--- config.mk ---
export PLATFORM = sky130hd
export DESIGN_NAME = rate_wrap_ctrl
export DESIGN_NICKNAME = d
export VERILOG_FILES = /design/src/core/rate_wrap_pkg.sv /design/src/core/rate_wrap_ctrl.sv /design/src/core/skid_buffer.sv
export VERILOG_INCLUDE_DIRS = /design/src /design/src/core
export SDC_FILE = /design/constraint.sdc
export NUM_CORES = 1
export LEC_CHECK = 0
export BUFFER_PORTS_ARGS = -buffer_cell sky130_fd_sc_hd__buf_2
export CAP_MARGIN = 20
export CORE_ASPECT_RATIO = 0.5
export CORE_MARGIN = 1
export CORE_UTILIZATION = 49
export CTS_CLUSTER_SIZE = 20
export DETAILED_ROUTE_END_ITERATION = 7
export PLACE_DENSITY = 0.74
export SYNTH_ARGS = -nofsm -noshare
export SYNTH_HDL_FRONTEND = slang
export SYNTH_SLANG_ARGS = --single-unit
--- constraint.sdc ---
create_clock -name core_clk -period 2.2 [get_ports core_clk]
set_input_delay 0.44 -clock core_clk [delete_from_list [all_inputs] [get_ports core_clk]]
set_output_delay 0.44 -clock core_clk [all_outputs]
set_load 0.005 [all_outputs]
--- src/core/rate_wrap_defines.svh ---
// Offsets, field positions, reset values and timing counts for the rate select and wrap control block.
`ifndef RATE_WRAP_DEFINES_SVH
`define RATE_WRAP_DEFINES_SVH

`define ADDR_CTRL 4'h0
`define ADDR_EQ 4'h1
`define ADDR_EMPH 4'h2
`define ADDR_STATUS 4'h3

`define CTRL_OPTICAL_LOOPBACK_BIT 0
`define CTRL_ELECTRICAL_LOOPBACK_BIT 1
`define CTRL_PASS_BIT 2

`define CTRL_RESET 8'h00
`define EQ_RESET 8'h00
`define EMPH_RESET 8'h00

`define CLK_MHZ 40
`define LOCK_TIME_US 500
`define LOCK_CYCLES (`LOCK_TIME_US * `CLK_MHZ)

`endif

--- src/core/rate_wrap_pkg.sv ---
// Types shared by the rate select and wrap control block.
package rate_wrap_pkg;
  typedef enum logic [1:0] {
    cdr_bypass,
    cdr_search,
    cdr_locked
  } cdr_state_type;
endpackage

--- src/core/rate_wrap_ctrl.sv ---
// Rate select, recovery lock, loopback routing and equalization control for a multi-rate transceiver.
//
// The address-and-strobe port and the placing of the registers were left to the implementer.
`timescale 1ns/1ps
`include "rate_wrap_defines.svh"
module rate_wrap_ctrl
  import rate_wrap_pkg::*;
#(
  parameter int LOCK_CYCLES = `LOCK_CYCLES
) (
  // Clock and reset
  input wire logic core_clk,
  input wire logic sys_rst,
  // Rate select pins, pulled low when open
  input wire logic rx_rate_sel,
  input wire logic tx_rate_sel,
  // Traffic qualifiers from the analog front ends
  input wire logic rx_full_rate_seen,
  input wire logic tx_full_rate_seen,
  // Optical receive stream
  input wire logic optical_rx_bit,
  input wire logic optical_rx_valid,
  output logic optical_rx_ready,
  // Host serial input stream
  input wire logic host_serial_in,
  input wire logic host_serial_valid,
  output logic host_serial_ready,
  // Host serial output stream
  output logic host_serial_out,
  output logic host_serial_out_valid,
  input wire logic host_serial_out_ready,
  // Optical transmit data
  output logic optical_tx_out,
  // Path status
  output logic rx_cdr_engaged,
  output logic tx_cdr_engaged,
  output logic rx_cdr_lock,
  output logic tx_cdr_lock,
  output logic [7:0] eq_setting,
  output logic [7:0] emph_setting,
  // Register port
  input wire logic [3:0] reg_addr,
  input wire logic [7:0] reg_wdata,
  input wire logic reg_wr,
  input wire logic reg_rd,
  output logic [7:0] reg_rdata
);
  localparam int CW = $clog2(LOCK_CYCLES + 1);

  logic [7:0] ctrl_ff;
  logic [7:0] eq_ff;
  logic [7:0] emph_ff;
  logic [7:0] reg_rdata_ff;
  logic [1:0] state_ff [2];
  logic [CW-1:0] cnt_ff [2];
  logic [1:0] lock_ff;
  logic [1:0] engaged_ff;
  logic host_out_ff;
  logic host_out_valid_ff;
  logic opt_out_ff;

  // Index 0 is the receive direction, index 1 the transmit direction.
  wire [1:0] rate_sel = {tx_rate_sel, rx_rate_sel};
  wire [1:0] full_seen = {tx_full_rate_seen, rx_full_rate_seen};

  // Each direction waits for a full lock time of qualified traffic before
  // declaring lock; slower-coded traffic never qualifies, so it never locks.
  genvar g;
  generate
    for (g = 0; g < 2; g++) begin : gen_cdr
      cdr_state_type cur;
      cdr_state_type nxt;
      logic [CW-1:0] nxt_cnt;
      assign cur = cdr_state_type'(state_ff[g]);
      always_comb begin
        nxt = cur;
        nxt_cnt = cnt_ff[g];
        case (cur)
          cdr_bypass: begin
            nxt_cnt = '0;
            if (rate_sel[g]) begin
              nxt = cdr_search;
            end
          end
          cdr_search: begin
            if (!rate_sel[g]) begin
              nxt = cdr_bypass;
            end else if (!full_seen[g]) begin
              nxt_cnt = '0;
            end else if (cnt_ff[g] == CW'(LOCK_CYCLES - 1)) begin
              nxt = cdr_locked;
            end else begin
              nxt_cnt = cnt_ff[g] + CW'(1);
            end
          end
          cdr_locked: begin
            nxt_cnt = '0;
            if (!rate_sel[g]) begin
              nxt = cdr_bypass;
            end else if (!full_seen[g]) begin
              nxt = cdr_search;
            end
          end
          default: nxt = cdr_bypass;
        endcase
      end
      always_ff @(posedge core_clk) begin
        if (sys_rst) begin
          state_ff[g] <= 2'(cdr_bypass);
          cnt_ff[g] <= '0;
          lock_ff[g] <= 1'b0;
          engaged_ff[g] <= 1'b0;
        end else begin
          state_ff[g] <= 2'(nxt);
          cnt_ff[g] <= nxt_cnt;
          lock_ff[g] <= (nxt == cdr_locked);
          engaged_ff[g] <= (nxt != cdr_bypass);
        end
      end
    end
  endgenerate

  // Register decode.
  wire wr_ctrl = reg_wr && (reg_addr == `ADDR_CTRL);
  wire wr_eq = reg_wr && (reg_addr == `ADDR_EQ);
  wire wr_emph = reg_wr && (reg_addr == `ADDR_EMPH);
  wire optical_loopback = ctrl_ff[`CTRL_OPTICAL_LOOPBACK_BIT];
  wire electrical_loopback = ctrl_ff[`CTRL_ELECTRICAL_LOOPBACK_BIT];
  wire pass_thru = ctrl_ff[`CTRL_PASS_BIT];
  logic [7:0] rd_sel;
  always_comb begin
    if (reg_addr == `ADDR_CTRL) begin
      rd_sel = {5'h00, ctrl_ff[2:0]};
    end else if (reg_addr == `ADDR_EQ) begin
      rd_sel = eq_ff;
    end else if (reg_addr == `ADDR_EMPH) begin
      rd_sel = emph_ff;
    end else if (reg_addr == `ADDR_STATUS) begin
      rd_sel = {4'h0, engaged_ff[1], engaged_ff[0], lock_ff[1], lock_ff[0]};
    end else begin
      rd_sel = 8'h00;
    end
  end

  always_ff @(posedge core_clk) begin
    if (sys_rst) begin
      ctrl_ff <= `CTRL_RESET;
      eq_ff <= `EQ_RESET;
      emph_ff <= `EMPH_RESET;
      reg_rdata_ff <= 8'h00;
    end else begin
      if (wr_ctrl) begin
        ctrl_ff <= {5'h00, reg_wdata[2:0]};
      end
      if (wr_eq) begin
        eq_ff <= reg_wdata;
      end
      if (wr_emph) begin
        emph_ff <= reg_wdata;
      end
      reg_rdata_ff <= reg_rd ? rd_sel : 8'h00;
    end
  end

  // Host-bound stream: received optical data normally, host data in electrical loopback.
  // The buffer lets the host stall without losing a bit.
  wire host_src_bit = electrical_loopback ? host_serial_in : optical_rx_bit;
  wire host_src_valid = electrical_loopback ? host_serial_valid : optical_rx_valid;
  wire buf_in_ready;
  wire buf_out_bit;
  wire buf_out_valid;
  wire buf_out_ready = !host_out_valid_ff || host_serial_out_ready;
  // The port ready is a register, so it must promise room one cycle ahead: the fill level
  // is rebuilt from the buffer's flags and advanced by this cycle's moves. A ready that
  // merely copied the buffer's flag would lag by a cycle and drop a bit into a full buffer.
  wire [1:0] buf_level = !buf_out_valid ? 2'h0 : (buf_in_ready ? 2'h1 : 2'h2);
  wire src_ready = electrical_loopback ? host_serial_ready : optical_rx_ready;
  wire buf_push = host_src_valid && src_ready;
  wire buf_pop = buf_out_valid && buf_out_ready;
  wire [1:0] nxt_level = buf_level + {1'b0, buf_push} - {1'b0, buf_pop};
  wire buf_room = (nxt_level != 2'h2);
  // The readies are judged against the mode that holds in the cycle they are seen.
  wire nxt_electrical_loopback = wr_ctrl ? reg_wdata[`CTRL_ELECTRICAL_LOOPBACK_BIT] : electrical_loopback;

  skid_buffer #(
    .WIDTH(1)
  ) skid_buffer_i (
    .core_clk(core_clk),
    .sys_rst(sys_rst),
    .in_data(host_src_bit),
    .in_valid(buf_push),
    .in_ready(buf_in_ready),
    .out_data(buf_out_bit),
    .out_valid(buf_out_valid),
    .out_ready(buf_out_ready)
  );

  // Optical transmit: host data normally, received data in optical loopback.
  // In electrical loopback the host data go out optically only when passed through.
  wire opt_src = optical_loopback ? optical_rx_bit : host_serial_in;
  wire opt_en = optical_loopback || !electrical_loopback || pass_thru;

  always_ff @(posedge core_clk) begin
    if (sys_rst) begin
      host_out_ff <= 1'b0;
      host_out_valid_ff <= 1'b0;
      opt_out_ff <= 1'b0;
      optical_rx_ready <= 1'b0;
      host_serial_ready <= 1'b0;
    end else begin
      if (buf_out_ready) begin
        host_out_valid_ff <= buf_out_valid && (!optical_loopback || electrical_loopback || pass_thru);
        host_out_ff <= buf_out_bit;
      end
      opt_out_ff <= opt_en ? opt_src : 1'b0;
      // In electrical loopback the optical stream is taken and dropped.
      optical_rx_ready <= nxt_electrical_loopback ? 1'b1 : buf_room;
      host_serial_ready <= nxt_electrical_loopback ? buf_room : 1'b1;
    end
  end

  assign host_serial_out = host_out_ff;
  assign host_serial_out_valid = host_out_valid_ff;
  assign optical_tx_out = opt_out_ff;
  assign rx_cdr_engaged = engaged_ff[0];
  assign tx_cdr_engaged = engaged_ff[1];
  assign rx_cdr_lock = lock_ff[0];
  assign tx_cdr_lock = lock_ff[1];
  assign eq_setting = eq_ff;
  assign emph_setting = emph_ff;
  assign reg_rdata = reg_rdata_ff;
endmodule

--- src/core/skid_buffer.sv ---
// Two-entry buffer with valid and ready on both sides.
`timescale 1ns/1ps
module skid_buffer #(
  parameter int WIDTH = 1
) (
  // Clock and reset
  input wire logic core_clk,
  input wire logic sys_rst,
  // Fill side
  input wire logic [WIDTH-1:0] in_data,
  input wire logic in_valid,
  output logic in_ready,
  // Drain side
  output logic [WIDTH-1:0] out_data,
  output logic out_valid,
  input wire logic out_ready
);
  logic [WIDTH-1:0] mem_ff [2];
  logic wr_ptr_ff;
  logic rd_ptr_ff;
  logic [1:0] count_ff;
  wire push = in_valid && in_ready;
  wire pop = out_valid && out_ready;

  assign in_ready = (count_ff != 2'h2);
  assign out_valid = (count_ff != 2'h0);
  assign out_data = mem_ff[rd_ptr_ff];

  always_ff @(posedge core_clk) begin
    if (sys_rst) begin
      wr_ptr_ff <= 1'b0;
      rd_ptr_ff <= 1'b0;
      count_ff <= 2'h0;
      mem_ff[0] <= '0;
      mem_ff[1] <= '0;
    end else begin
      if (push) begin
        mem_ff[wr_ptr_ff] <= in_data;
        wr_ptr_ff <= ~wr_ptr_ff;
      end
      if (pop) begin
        rd_ptr_ff <= ~rd_ptr_ff;
      end
      count_ff <= count_ff + {1'b0, push} - {1'b0, pop};
    end
  end
endmodule

==> qor.yml <==
status: "complete, no violations"
finalCritPeriodShare: 0.868
layout-drive-gt1-share: 0.201
fin_crit_ps: 1910
final_common_cell: "dfxtp_1"
crit_buf_inv: 0
rsz0062_at_grt: "false"
start_util: 0.511
port_buffers: 57
arrival_ps: 2180
cap_violations: 0
num_vias: 3086
crit_fanout: 13
yosys_warnings: 0
reg2reg_from: "cnt_ff[1][0]$_SDFFE_PP0P_"
yosysSeqAreaShare: 0.447
cts_tree: "built"
critPathTopFamily: "simple AND/OR/NAND/NOR gates"
synth_nets: 434
drt_iter0_drc: 151
slew_headroom: 0.600
yosys.area.top_type: "dfxtp_1"
cts_buffer_depth: 2
cts_resized: 0
cp_slowest_cell: "or4_1"
grtUsageTotal: 0.221
drt-total-wl_mm: 7.80
power_density_nw_per_um2: 828
synthCells: 403
finalHoldViolCount: 0
vdd_drop_max_mv: 0.322
gp_congestion: 0.859
worst_hold_path.endpoint: "eq_setting[5]$_SDFFE_PP0P_"
async_flop_share: 0
grt_max_degree: 20
layout_common_cells: "dfxtp_1 (74), buf_2 (57), nor2_1 (50)"
area_growth_syn_to_layout_pct: 21.3
synth_area_um2: 3450
layout.nets: 499
start_kind: "flop"
clk-insertion-delay-late_ps: 330
drc: 0
ys_types: 47
cts_buffers: 9
avgSynthCellArea_um2: 8.57
setup_tns_ps: 0
max_freq_mhz: 524
ant_nets: 0
path_clk_slew_ps: 60
fp.dieH_um: 61.4
reg2reg_to: "cnt_ff[1][14]$_SDFFE_PP0P_"
holdBufCountCts: 0
grt_pass1_wl_mm: 12.4
worstPathCellList: "ha_1 > and4_1 > nand4_1 > a21oi_2 > or4_1 > a21oi_1"
cp.required_ps: 2470
synth_ff_type: "dfxtp_1"
pin_count: 58
htreeDepth: 3
final.setup_skew_ps: 4.92
rows: 21
fp.dieW_um: 121
grt_pass1_vias: 2692
ys_ff_latch: 76
core_area_um2: 6750
r2r_setup_slack_ps: 290
hp-class: "input port to flop"
leakage_uw: 0.00174
wl_per_cell_um: 13.8
min_from: "reg_wdata[5]"
crit_cells: 6
report.final.slew_viol_count: 0
critical_path_class: "flop to flop"
clockRootBuffer: "clkbuf_16"
overflow: 0
holdWs_ps: 358
rr_worst_depth: 6
place_hpwl_mm: 5.57
dieArea_um2: 7400
synth_area_leaders: "dfxtp_1 (43%), a21oi_1 (5.9%), nor2_1 (5.4%)"
setup_viol: 0
worstMarginPinSlew_ps: 595
viasPerCell: 5.46
cts_setup_buffers: 0
antenna-diode-count: 0
cts_sinks: 76
synth.top_cell.area_share: 0.429
crit_path_end_kind: "flop"
synth-edff-count: 2
drt_pass1_iterations: 5
cp_slowest_stage_delay_ps: 520
antenna_found_initial: 0
holdPathStages: 3
==> synthesized netlist by cell type (6+ instances only) <==
| master | count |
|---|---|
| a21oi_1 | 41 |
| a22oi_1 | 9 |
| and3_1 | 7 |
| clkbuf_1 | 11 |
| dfxtp_1 | 74 |
| ha_1 | 6 |
| inv_1 | 10 |
| mux2i_1 | 17 |
| nand2_1 | 40 |
| nand3_1 | 19 |
| nand4_1 | 7 |
| nor2_1 | 50 |
| nor2b_1 | 9 |
| o21ai_0 | 11 |
| o21ai_1 | 8 |
| or3_1 | 8 |
| or4_1 | 12 |
| xnor2_1 | 6 |
==> worst max-delay path by stage <==
stage,start,to,slack [ps]
after floorplan,host_serial_out_ready,host_serial_ready$_SDFF_PP0_,410
final,cnt_ff[1][0]$_SDFFE_PP0P_,cnt_ff[1][14]$_SDFFE_PP0P_,290
after CTS,cnt_ff[1][0]$_SDFFE_PP0P_,cnt_ff[1][14]$_SDFFE_PP0P_,280
after global routing,cnt_ff[1][0]$_SDFFE_PP0P_,cnt_ff[1][3]$_SDFFE_PP0P_,70
after global placement,tx_full_rate_seen,cnt_ff[1][14]$_SDFFE_PP0P_,300
after detailed placement,tx_full_rate_seen,cnt_ff[1][3]$_SDFFE_PP0P_,220
==> layout make-up <==
class | instances | area (µm²)
Fill cell | 576 | 2560
Multi-Input combinational cell | 301 | 1800
Sequential cell | 76 | 1540
Timing Repair Buffer | 70 | 383
Clock buffer | 9 | 225
Tap cell | 92 | 115
Clock inverter | 7 | 81.3
Inverter | 10 | 37.5
==> routing by layer <==
layer,wire [µm],up-vias,track usage
met5,0,-,0
met4,55,0,0.0847
met3,312,5,0.0639
met2,3870,53,0.392
met1,3560,1451,0.264
li1,-,1577,-
==> through the flow <==
stage | setup WS [ps] | cell area, µm² | power, µW | util | cells
6_report | 291 | 4190 | 3470 | 0.620 | 565
5_1_grt | 73.2 | 4190 | 3640 | 0.620 | 565
4_1_cts | 283 | 4190 | 3510 | 0.620 | 565
3_5_place_dp | 218 | 3880 | 1980 | 0.575 | 549
3_3_place_gp | 298 | 3880 | 1970 | 0.575 | 549
2_1_floorplan | 405 | 3450 | 1850 | - | 403
==> where the power goes <==
group / total [µW] / switching, µW / internal, µW
registers: 1500 / 47.3 / 1450
clock network: 1500 / 529 / 976
logic: 465 / 246 / 220
total: 3470 / 822 / 2640
==> worst reg2reg max path: cells and delay by family (launching register included) <==
kind	cells	cell delay, ps
DFF	1	340
AOI/OAI and AO/OA	2	310
and+or+nand+nor	3	980
adders and majority gates	1	230
==> cells by family (layout without fill, tap and decap cells) <==
family,count (synthesis),count (layout),synth area share
AND/OR/NAND/NOR,179,179,0.270
adder cells (fa/ha/maj),6,6,0.0217
AO/OA/AOI/OAI,84,84,0.140
multiplexers,22,22,0.0656
flip-flops,76,76,0.447
XOR/XNOR,10,10,0.0254
buffers and inverters,26,96,0.0308
==> flip-flops by register name, summed over array words and instances, names as in the netlist <==
| signal | count |
|---|---|
| tx_cdr_lock | 1 |
| host_serial_ready | 1 |
| ctrl_ff | 3 |
| skid_buffer_i.count_ff | 2 |
| emph_setting | 8 |
| optical_tx_out | 1 |
| optical_rx_ready | 1 |
| rx_cdr_lock | 1 |
| host_serial_out | 1 |
| eq_setting | 8 |
| state_ff | 4 |
| reg_rdata | 8 |
| host_serial_out_valid | 1 |
| rx_cdr_engaged | 1 |
| skid_buffer_i.mem_ff | 2 |
| skid_buffer_i.rd_ptr_ff | 1 |
| cnt_ff | 30 |
| tx_cdr_engaged | 1 |
| skid_buffer_i.wr_ptr_ff | 1 |
Note: power is estimated with default switching activity, not from simulation.
